[config.mk]
export PLATFORM = sky130hd
export DESIGN_NAME = pdcp_top
export DESIGN_NICKNAME = d
export VERILOG_FILES = /design/src/rtl/pdcp_pkg.sv /design/src/rtl/pdcp_chan.sv /design/src/rtl/pdcp_top.sv
export VERILOG_INCLUDE_DIRS = /design/src /design/src/rtl
export SDC_FILE = /design/constraint.sdc
export NUM_CORES = 1
export LEC_CHECK = 0
export ABC_AREA = 1
export ABC_CLOCK_PERIOD_IN_PS = 12750
export BUFFER_PORTS_ARGS = -buffer_cell sky130_fd_sc_hd__buf_2
export CORE_UTILIZATION = 55
export DETAILED_ROUTE_END_ITERATION = 10
export PLACE_DENSITY = 0.81
export SETUP_SLACK_MARGIN = 0.02
export SLEW_MARGIN = 40
export SYNTH_ARGS = -nofsm -noshare
export SYNTH_HDL_FRONTEND = slang
export SYNTH_SLANG_ARGS = --single-unit
export TNS_END_PERCENT = 100
[constraint.sdc]
create_clock -name REF_CLK_I -period 12.75 [get_ports REF_CLK_I]
set_input_delay 1.9125 -clock REF_CLK_I [delete_from_list [all_inputs] [get_ports REF_CLK_I]]
set_output_delay 1.9125 -clock REF_CLK_I [all_outputs]
set_load 0.02 [all_outputs]
[src/rtl/pdcp_defines.svh]
// Purpose: register map, field positions and widths of the dma pair
// Assumes: 32-bit AXI4-Lite data, byte addresses within the window
// Notes:   included by pdcp_chan, pdcp_top and the bench
`ifndef PDCP_DEFINES_SVH
`define PDCP_DEFINES_SVH
`define PDCP_AW      12
`define PDCP_CNTW    16
`define PDCP_RPR     12'h100
`define PDCP_RCR     12'h104
`define PDCP_TPR     12'h108
`define PDCP_TCR     12'h10c
`define PDCP_RNPR    12'h110
`define PDCP_RNCR    12'h114
`define PDCP_TNPR    12'h118
`define PDCP_TNCR    12'h11c
`define PDCP_PTCR    12'h120
`define PDCP_PTSR    12'h124
`define PDCP_ISR     12'h128
`define PDCP_IMR     12'h12c
`define PDCP_RXON    0
`define PDCP_RXOFF   1
`define PDCP_TXON    8
`define PDCP_TXOFF   9
`define PDCP_WP      0
`define PDCP_WC      1
`define PDCP_WNP     2
`define PDCP_WNC     3
`define PDCP_IRQW    4
`define PDCP_I_RXEND 0
`define PDCP_I_RXALL 1
`define PDCP_I_TXEND 2
`define PDCP_I_TXALL 3
`define PDCP_INC_B   32'h0000_0001
`define PDCP_INC_H   32'h0000_0002
`define PDCP_INC_W   32'h0000_0004
`define PDCP_OKAY    2'b00
`define PDCP_SLVERR  2'b10
`endif

[src/rtl/pdcp_pkg.sv]
// Purpose: shared types of the dma pair
// Assumes: nothing
// Notes:   constants live in pdcp_defines.svh
package pdcp_pkg;
   typedef enum logic [1:0] {PDCP_BYTE, PDCP_HALF, PDCP_WORD} pdcp_size_t;
   typedef struct packed {
      logic       valid;
      pdcp_size_t size;
      logic [31:0] addr;
   } pdcp_req_t;
endpackage

[src/rtl/pdcp_chan.sv]
// Purpose: one direction: pointer, counter, next pair, end flags
// Assumes: done_i pulses once per finished transfer while req valid
// Notes:   software writes win over hardware updates of the same register
`include "pdcp_defines.svh"
module pdcp_chan #(
   parameter int CW = `PDCP_CNTW
) (
   // clock and reset
   input  wire logic               clk_i,
   input  wire logic               rst_i,
   // control from the register file
   input  wire logic               en_i,
   input  wire logic [3:0]         wr_i,
   input  wire logic [31:0]        wdata_i,
   // peripheral side
   input  wire logic               trig_i,
   input  wire logic               done_i,
   input  pdcp_pkg::pdcp_size_t    size_i,
   output pdcp_pkg::pdcp_req_t     req_o,
   // state
   output logic [31:0]             ptr_o,
   output logic [31:0]             nptr_o,
   output logic [CW-1:0]           cnt_o,
   output logic [CW-1:0]           ncnt_o,
   output logic                    end_o,
   output logic                    all_o,
   output logic                    end_evt_o
);
   logic [31:0]   ptr_q;
   logic [31:0]   nptr_q;
   logic [CW-1:0] cnt_q;
   logic [CW-1:0] ncnt_q;
   logic          end_q;
   logic [31:0]   inc;
   logic          step;
   logic          last;
   logic          reload;

   always_comb
   begin
      case (size_i)
         pdcp_pkg::PDCP_BYTE: inc = `PDCP_INC_B;
         pdcp_pkg::PDCP_HALF: inc = `PDCP_INC_H;
         default:             inc = `PDCP_INC_W;
      endcase
   end

   assign req_o.valid = en_i && trig_i && (cnt_q != '0);
   assign req_o.size  = size_i;
   assign req_o.addr  = ptr_q;
   assign step   = done_i && req_o.valid;
   assign last   = step && (cnt_q == CW'(1)) && !wr_i[`PDCP_WC];
   assign reload = last && (ncnt_q != '0);

   always_ff @(posedge clk_i or posedge rst_i)
   begin
      if (rst_i)
         ptr_q <= '0;
      else if (wr_i[`PDCP_WP])
         ptr_q <= wdata_i;
      else if (reload)
         ptr_q <= nptr_q;
      else if (step)
         ptr_q <= ptr_q + inc;
   end

   always_ff @(posedge clk_i or posedge rst_i)
   begin
      if (rst_i)
         cnt_q <= '0;
      else if (wr_i[`PDCP_WC])
         cnt_q <= wdata_i[CW-1:0];
      else if (reload)
         cnt_q <= ncnt_q;
      else if (step)
         cnt_q <= cnt_q - CW'(1);
   end

   always_ff @(posedge clk_i or posedge rst_i)
   begin
      if (rst_i)
         nptr_q <= '0;
      else if (wr_i[`PDCP_WNP])
         nptr_q <= wdata_i;
   end

   always_ff @(posedge clk_i or posedge rst_i)
   begin
      if (rst_i)
         ncnt_q <= '0;
      else if (wr_i[`PDCP_WNC])
         ncnt_q <= wdata_i[CW-1:0];
      else if (reload)
         ncnt_q <= '0;
   end

   // set wins over the clear by a next counter write; a current counter write blocks the set
   always_ff @(posedge clk_i or posedge rst_i)
   begin
      if (rst_i)
         end_q <= 1'b0;
      else
         end_q <= last | (end_q & ~(wr_i[`PDCP_WC] | wr_i[`PDCP_WNC]));
   end

   assign ptr_o     = ptr_q;
   assign nptr_o    = nptr_q;
   assign cnt_o     = cnt_q;
   assign ncnt_o    = ncnt_q;
   assign end_o     = end_q;
   assign all_o     = (cnt_q == '0) && (ncnt_q == '0);
   assign end_evt_o = last;
endmodule

[src/rtl/pdcp_top.sv]
// Purpose: AXI4-Lite register file and control of an rx/tx dma pair
// Assumes: peripheral on the same clock; one transfer finishes per done pulse
// Notes:   read of the interrupt status clears it
// Behaviour
// - rx pointer holds a 32-bit address, read and write by software.
// - rx counter holds 16-bit remaining transfers, upper bits unused.
// - tx pointer holds the 32-bit address of the next fetched item.
// - tx counter holds 16-bit remaining count; transfers stop at zero.
// - rx next pointer holds the following rx buffer address.
// - rx next counter holds the following rx buffer size.
// - tx next pointer holds the following tx buffer address.
// - tx next counter holds the following tx buffer size.
// - command bit 0 enables rx requests unless bit 1 also set.
// - command bit 1 disables rx requests; zero changes nothing.
// - command bit 8 enables tx requests unless bit 9 also set; zero changes nothing.
// - command bit 9 disables tx requests; zero changes nothing.
// - status bit 0 reads the rx enable state.
// - status bit 8 reads the tx enable state.
// - each transfer advances pointer by 1, 2 or 4 and decrements counter, unless it is a last transfer that loads the next pair.
// - at zero load next pair, clear next counter, stay enabled.
// - end flag on the last transfer of each buffer, chained or not; all-done flag when both counters zero.
// - writing current counter, or next counter outside a last transfer, clears that direction's end flag.
`include "pdcp_defines.svh"
module pdcp_top #(
   parameter int AW = `PDCP_AW
) (
   // clock and reset
   input  wire logic               REF_CLK_I,
   input  wire logic               RST_I,
   // axi4-lite write address
   input  wire logic [AW-1:0]      S_AWADDR_I,
   input  wire logic               S_AWVALID_I,
   output logic                    S_AWREADY_O,
   // axi4-lite write data
   input  wire logic [31:0]        S_WDATA_I,
   input  wire logic [3:0]         S_WSTRB_I,
   input  wire logic               S_WVALID_I,
   output logic                    S_WREADY_O,
   // axi4-lite write response
   output logic [1:0]              S_BRESP_O,
   output logic                    S_BVALID_O,
   input  wire logic               S_BREADY_I,
   // axi4-lite read address
   input  wire logic [AW-1:0]      S_ARADDR_I,
   input  wire logic               S_ARVALID_I,
   output logic                    S_ARREADY_O,
   // axi4-lite read data
   output logic [31:0]             S_RDATA_O,
   output logic [1:0]              S_RRESP_O,
   output logic                    S_RVALID_O,
   input  wire logic               S_RREADY_I,
   // receive peripheral side
   input  wire logic               RX_TRIG_I,
   input  wire logic               RX_DONE_I,
   input  pdcp_pkg::pdcp_size_t    RX_SIZE_I,
   output pdcp_pkg::pdcp_req_t     RX_REQ_O,
   output logic                    RX_END_O,
   output logic                    RX_ALL_O,
   // transmit peripheral side
   input  wire logic               TX_TRIG_I,
   input  wire logic               TX_DONE_I,
   input  pdcp_pkg::pdcp_size_t    TX_SIZE_I,
   output pdcp_pkg::pdcp_req_t     TX_REQ_O,
   output logic                    TX_END_O,
   output logic                    TX_ALL_O,
   // interrupt
   output logic                    IRQ_O
);
   localparam int CW = `PDCP_CNTW;

   logic [11:0]           awaddr_q;
   logic                  aw_full_q;
   logic [31:0]           wdata_q;
   logic [3:0]            wstrb_q;
   logic                  w_full_q;
   logic                  bvalid_q;
   logic [1:0]            bresp_q;
   logic                  rvalid_q;
   logic [1:0]            rresp_q;
   logic [31:0]           rdata_q;
   logic                  rx_en_q;
   logic                  tx_en_q;
   logic [`PDCP_IRQW-1:0] sts_q;
   logic [`PDCP_IRQW-1:0] mask_q;
   logic                  rx_all_q;
   logic                  tx_all_q;
   logic                  wr_go;
   logic                  rd_go;
   logic [11:0]           raddr;
   logic [31:0]           wmask;
   logic [31:0]           wmerged;
   logic [31:0]           cmd;
   logic [3:0]            rx_wr;
   logic [3:0]            tx_wr;
   logic [`PDCP_IRQW-1:0] sts_set;
   logic [31:0]           rx_ptr;
   logic [31:0]           rx_nptr;
   logic [CW-1:0]         rx_cnt;
   logic [CW-1:0]         rx_ncnt;
   logic                  rx_evt;
   logic [31:0]           tx_ptr;
   logic [31:0]           tx_nptr;
   logic [CW-1:0]         tx_cnt;
   logic [CW-1:0]         tx_ncnt;
   logic                  tx_evt;

   // register contents as seen by a read
   function automatic logic [31:0] pdcp_rd(input logic [11:0] a);
      case (a)
         `PDCP_RPR:  pdcp_rd = rx_ptr;
         `PDCP_RCR:  pdcp_rd = 32'(rx_cnt);
         `PDCP_TPR:  pdcp_rd = tx_ptr;
         `PDCP_TCR:  pdcp_rd = 32'(tx_cnt);
         `PDCP_RNPR: pdcp_rd = rx_nptr;
         `PDCP_RNCR: pdcp_rd = 32'(rx_ncnt);
         `PDCP_TNPR: pdcp_rd = tx_nptr;
         `PDCP_TNCR: pdcp_rd = 32'(tx_ncnt);
         `PDCP_PTSR:
         begin
            pdcp_rd = '0;
            pdcp_rd[`PDCP_RXON] = rx_en_q;
            pdcp_rd[`PDCP_TXON] = tx_en_q;
         end
         `PDCP_ISR:  pdcp_rd = 32'(sts_q);
         `PDCP_IMR:  pdcp_rd = 32'(mask_q);
         default:    pdcp_rd = '0;
      endcase
   endfunction

   function automatic logic pdcp_mapped(input logic [11:0] a);
      pdcp_mapped = (a >= `PDCP_RPR) && (a <= `PDCP_IMR);
   endfunction

   // word-aligned addresses inside the 4 KiB window
   assign raddr = {S_ARADDR_I[11:2], 2'b00};

   // write channel capture
   assign S_AWREADY_O = !aw_full_q;
   assign S_WREADY_O  = !w_full_q;
   assign wr_go       = aw_full_q && w_full_q && !bvalid_q;

   always_ff @(posedge REF_CLK_I or posedge RST_I)
   begin
      if (RST_I)
      begin
         aw_full_q <= 1'b0;
         awaddr_q  <= '0;
      end
      else if (S_AWVALID_I && !aw_full_q)
      begin
         aw_full_q <= 1'b1;
         awaddr_q  <= {S_AWADDR_I[11:2], 2'b00};
      end
      else if (wr_go)
         aw_full_q <= 1'b0;
   end

   always_ff @(posedge REF_CLK_I or posedge RST_I)
   begin
      if (RST_I)
      begin
         w_full_q <= 1'b0;
         wdata_q  <= '0;
         wstrb_q  <= '0;
      end
      else if (S_WVALID_I && !w_full_q)
      begin
         w_full_q <= 1'b1;
         wdata_q  <= S_WDATA_I;
         wstrb_q  <= S_WSTRB_I;
      end
      else if (wr_go)
         w_full_q <= 1'b0;
   end

   always_ff @(posedge REF_CLK_I or posedge RST_I)
   begin
      if (RST_I)
      begin
         bvalid_q <= 1'b0;
         bresp_q  <= `PDCP_OKAY;
      end
      else if (wr_go)
      begin
         bvalid_q <= 1'b1;
         bresp_q  <= pdcp_mapped(awaddr_q) ? `PDCP_OKAY : `PDCP_SLVERR;
      end
      else if (S_BREADY_I)
         bvalid_q <= 1'b0;
   end

   assign S_BVALID_O = bvalid_q;
   assign S_BRESP_O  = bresp_q;

   // byte lanes merged into the old value
   genvar g;
   generate
      for (g = 0; g < 4; g++)
      begin : g_lane
         assign wmask[8*g +: 8] = {8{wstrb_q[g]}};
      end
   endgenerate

   assign wmerged = (pdcp_rd(awaddr_q) & ~wmask) | (wdata_q & wmask);
   assign cmd     = (awaddr_q == `PDCP_PTCR && wr_go) ? (wdata_q & wmask) : '0;

   assign rx_wr[`PDCP_WP]  = wr_go && awaddr_q == `PDCP_RPR;
   assign rx_wr[`PDCP_WC]  = wr_go && awaddr_q == `PDCP_RCR;
   assign rx_wr[`PDCP_WNP] = wr_go && awaddr_q == `PDCP_RNPR;
   assign rx_wr[`PDCP_WNC] = wr_go && awaddr_q == `PDCP_RNCR;
   assign tx_wr[`PDCP_WP]  = wr_go && awaddr_q == `PDCP_TPR;
   assign tx_wr[`PDCP_WC]  = wr_go && awaddr_q == `PDCP_TCR;
   assign tx_wr[`PDCP_WNP] = wr_go && awaddr_q == `PDCP_TNPR;
   assign tx_wr[`PDCP_WNC] = wr_go && awaddr_q == `PDCP_TNCR;

   // request enables; disable has precedence in both directions
   always_ff @(posedge REF_CLK_I or posedge RST_I)
   begin
      if (RST_I)
         rx_en_q <= 1'b0;
      else if (cmd[`PDCP_RXOFF])
         rx_en_q <= 1'b0;
      else if (cmd[`PDCP_RXON])
         rx_en_q <= 1'b1;
   end

   always_ff @(posedge REF_CLK_I or posedge RST_I)
   begin
      if (RST_I)
         tx_en_q <= 1'b0;
      else if (cmd[`PDCP_TXOFF])
         tx_en_q <= 1'b0;
      else if (cmd[`PDCP_TXON])
         tx_en_q <= 1'b1;
   end

   always_ff @(posedge REF_CLK_I or posedge RST_I)
   begin
      if (RST_I)
         mask_q <= '0;
      else if (wr_go && awaddr_q == `PDCP_IMR)
         mask_q <= wmerged[`PDCP_IRQW-1:0];
   end

   // read channel
   assign S_ARREADY_O = !rvalid_q;
   assign rd_go       = S_ARVALID_I && !rvalid_q;

   always_ff @(posedge REF_CLK_I or posedge RST_I)
   begin
      if (RST_I)
      begin
         rvalid_q <= 1'b0;
         rresp_q  <= `PDCP_OKAY;
         rdata_q  <= '0;
      end
      else if (rd_go)
      begin
         rvalid_q <= 1'b1;
         rresp_q  <= pdcp_mapped(raddr) ? `PDCP_OKAY : `PDCP_SLVERR;
         rdata_q  <= pdcp_rd(raddr);
      end
      else if (S_RREADY_I)
         rvalid_q <= 1'b0;
   end

   assign S_RVALID_O = rvalid_q;
   assign S_RRESP_O  = rresp_q;
   assign S_RDATA_O  = rdata_q;

   // the two channels
   pdcp_chan #(.CW(CW)) u_rx (
      .clk_i     (REF_CLK_I),
      .rst_i     (RST_I),
      .en_i      (rx_en_q),
      .wr_i      (rx_wr),
      .wdata_i   (wmerged),
      .trig_i    (RX_TRIG_I),
      .done_i    (RX_DONE_I),
      .size_i    (RX_SIZE_I),
      .req_o     (RX_REQ_O),
      .ptr_o     (rx_ptr),
      .nptr_o    (rx_nptr),
      .cnt_o     (rx_cnt),
      .ncnt_o    (rx_ncnt),
      .end_o     (RX_END_O),
      .all_o     (RX_ALL_O),
      .end_evt_o (rx_evt)
   );

   pdcp_chan #(.CW(CW)) u_tx (
      .clk_i     (REF_CLK_I),
      .rst_i     (RST_I),
      .en_i      (tx_en_q),
      .wr_i      (tx_wr),
      .wdata_i   (wmerged),
      .trig_i    (TX_TRIG_I),
      .done_i    (TX_DONE_I),
      .size_i    (TX_SIZE_I),
      .req_o     (TX_REQ_O),
      .ptr_o     (tx_ptr),
      .nptr_o    (tx_nptr),
      .cnt_o     (tx_cnt),
      .ncnt_o    (tx_ncnt),
      .end_o     (TX_END_O),
      .all_o     (TX_ALL_O),
      .end_evt_o (tx_evt)
   );

   // sticky events; all-done counts on its rising edge
   always_ff @(posedge REF_CLK_I or posedge RST_I)
   begin
      if (RST_I)
      begin
         rx_all_q <= 1'b1;
         tx_all_q <= 1'b1;
      end
      else
      begin
         rx_all_q <= RX_ALL_O;
         tx_all_q <= TX_ALL_O;
      end
   end

   assign sts_set[`PDCP_I_RXEND] = rx_evt;
   assign sts_set[`PDCP_I_RXALL] = RX_ALL_O && !rx_all_q;
   assign sts_set[`PDCP_I_TXEND] = tx_evt;
   assign sts_set[`PDCP_I_TXALL] = TX_ALL_O && !tx_all_q;

   // set wins over the clear by a read
   always_ff @(posedge REF_CLK_I or posedge RST_I)
   begin
      if (RST_I)
         sts_q <= '0;
      else if (rd_go && raddr == `PDCP_ISR)
         sts_q <= sts_set;
      else
         sts_q <= sts_q | sts_set;
   end

   assign IRQ_O = |(sts_q & mask_q);
endmodule
==> results.toml <==
[status]
outcome = "complete, no violations"

[yosys]
ys_ff_latch = 290
synth_edf_count = 0
async_reset_ff_share_pct = 100
netlist_instances = 2842
synthDistinctLibCells = 48
yosysTopAreaCell = "dfrtp_1"
ys_warn_count = 0
syn_avg_cell_area_um2 = 6.71
synth.yosys.seq_area_share_pct = 38.1
netlist.area_leader.share_pct = 37.8
ys.flop_type = "dfrtp_1"
synth.area.top_cells = "dfrtp_1, nand2_1, nand3_1"
synth_area_um2 = 19100

[critical_path]
cp_cell_sequence = "buf_2 -> nor2_2 -> nand2_1 -> nor2_2 -> nand4_1 -> inv_1 -> nand2_1 -> o2111ai_1 -> nand2_1 -> nand2_1"
cp_data_required_time_ns = 13.22
crit_family = "simple AND/OR/NAND/NOR gates"
worst_setup_path_start_kind = "input port"
r2r-start = "awaddr_q[10]"
worst_path_most_repeated_cell = "nand2_1"
cp_slowest_stage_delay_ns = 0.82
path_buf_inv = 2
slowest_stage = "nand4_1"
arrival_ns = 5.06
path_class = "input port to flop"
critical_path.max_fanout = 13
startpoint = "S_ARADDR_I[11]"
cp-end-kind = "flop"

[place]
place_ws_ns = 7.87
hpwl_um = 60300
gp_congestion = 1.06
io_buffers = 184

[global_routing]
antenna_found_initial = 3
grt_pass1_wl_um = 124000
gr-usage-all-layers_pct = 46.8
grt_max_degree = 97
grt_pass1_vias = 19900
overflow = 0

[clocking]
path_clk_slew_ns = 0.06
cts_buffer_depth = 3
root_buffer = "clkbuf_16"
cts_hold_buf = 0
cts_resized = 0
cts.sinks = 290
cts_tree = "done"
numCtsBuffers = 35
htree_levels = 2
cts_setup_buffers = 0
worstSkewPairLatency_ns = 0.54

[die]
ios = 191
num_rows = 67
initial_core_util_pct = 56.3
design.core.area_um2 = 33900
die_area_um2 = 35400
die_w_um = 188
fp.dieH_um = 188

[finish]
nNetsFinal = 3054
drive_gt1_share_pct = 13.1
filler_cell_count = 3223
area_delta_synth_final_pct = 12.0
n_antenna_cell = 0
postLayoutCoreUtil_pct = 63.1

[timing]
finClkSkew_ns = 0.0274
drv_slew = 0
min_period_over_period_pct = 36.0
max-slew-margin-rel_pct = 39.6
setup_slack_ns = 8.16
fin_tns_setup_ns = 0
grt_setup_unrepaired = "no"
setup_viol = 0
period_needed_ns = 4.59
hold_ws_ns = 0.473
tightest_slew_ns = 0.903
report.final.hold_viol_count = 0
max_freq_mhz = 218

[detailed_routing]
route.antenna.remaining_nets = 0
first_pass_iters = 7
viasPerCell = 6.30
drc = 0
vias = 21700
drtIter0Drc = 3681
routedWlPerCell_um = 24.2
wl_um = 83000

[hold_path]
worstHoldStart = "S_RDATA_O[15]"
hp-class = "flop to flop"

[power]
p_per_area_nw_per_um2 = 149
leakagePower_nw = 11.0
vdd_drop_max_uv = 123
fin_total_pwr_w = 0.00317

[flow_run]
cap_violations = 0
## cell usage in the layout, fill, tap and decap left out, types with 3 or more instances in the layout
master,Yosys,layout
o31ai_1,4,4
o21ai_1,40,40
a21oi_1,39,39
ha_1,10,10
o211ai_2,7,7
clkbuf_16,0,37
mux2_2,34,34
nor2_1,271,267
o2111ai_1,8,8
nand2_2,27,30
buf_4,14,15
clkinv_2,1,4
clkbuf_1,41,10
o211ai_1,3,3
buf_6,5,3
inv_1,273,272
bufinv_16,0,3
o22ai_1,70,70
nor2_4,14,15
nand3_4,3,3
nand2_1,964,960
clkbuf_8,0,6
nand4_1,61,61
inv_2,13,13
or2_2,6,6
dfrtp_1,288,288
xor2_1,21,21
o21ai_0,160,160
buf_2,47,184
nor2_2,11,14
nand3_1,343,342
nor3_1,23,23
nand3_2,6,7
## cell usage after synthesis (34+ instances only)
library cell,number
a21oi_1,39
buf_2,47
clkbuf_1,41
dfrtp_1,288
inv_1,273
mux2_2,34
nand2_1,964
nand3_1,343
nand4_1,61
nor2_1,271
o21ai_0,160
o21ai_1,40
o22ai_1,70
## layout make-up
| cell class | count | area (um^2) | share of cell area (%) |
|---|---|---|---|
| clock inverters | 7 | 113 | 0.527 |
| flip-flops and latches | 290 | 7260 | 34.0 |
| repair buffers | 204 | 1110 | 5.19 |
| multi-input cells | 2147 | 10200 | 47.7 |
| inverters | 289 | 1090 | 5.12 |
| clock buffers | 53 | 1050 | 4.90 |
| well taps | 448 | 561 | 2.62 |
## stage by stage
stage,instance area [um^2],cells
4_1_cts,21300,3437
3_3_place_gp,20100,3376
6_report,21400,3438
3_5_place_dp,20200,3377
5_1_grt,21400,3438
2_1_floorplan,19100,2843
## final timing paths
path	cells past startpoint	slack [ns]	endpoint
worst min register to register	2	0.47	S_RDATA_O[15]
worst min-delay path	2	0.47	S_RDATA_O[15]
worst max register to register	13	8.94	u_rx.ptr_o[0]
min in group asynchronous	2	1.51	u_tx.ncnt_o[3]
max in group asynchronous	3	10.00	u_rx.nptr_o[19]
worst max-delay path	10	8.16	S_RDATA_O[16]
## kinds of logic (layout without fill, tap and decap cells)
| kind of cell | Yosys count | count (layout) | share of synthesized area (%) |
|---|---|---|---|
| muxes | 34 | 34 | 2.01 |
| AOI/OAI and AO/OA | 338 | 338 | 9.96 |
| adders and majority gates | 12 | 12 | 0.866 |
| xor gates and xnor gates | 23 | 23 | 1.06 |
| and+or+nand+nor | 1738 | 1738 | 39.3 |
| other | 1 | 2 | 0.0197 |
| buffers and inverters | 406 | 553 | 8.78 |
| DFF | 290 | 290 | 38.1 |
## tightest hold or removal path, cell delays in order, from the launching register on
cell	delay, ns
dfrtp_1	0.33
nand2_1	0.06
nand2_1	0.05
## flip-flops by register name, indices dropped and copies added (netlist names), 32 cells and up
| name | cells |
|---|---|
| u_tx.ptr_o | 32 |
| u_rx.ptr_o | 32 |
| wdata_q | 32 |
| u_rx.nptr_o | 32 |
| S_RDATA_O | 32 |
| u_tx.nptr_o | 32 |
## report_power, final
part           internal, W  leakage [nW]  switching, W
sequential         0.00103          3.30      0.000122
clock             0.000625         0.565      0.000414
combinational     0.000248          7.17      0.000733
## metal layers
layer	part of all wire [%]	GRT usage [%]	routed length, um
met1	38	66.2	31800
met2	40	63.9	33000
met3	18	19.7	14800
met4	4.0	15.1	3340
met5	0.034	0	28
No activity file was read; power rests on OpenSTA's default activity.
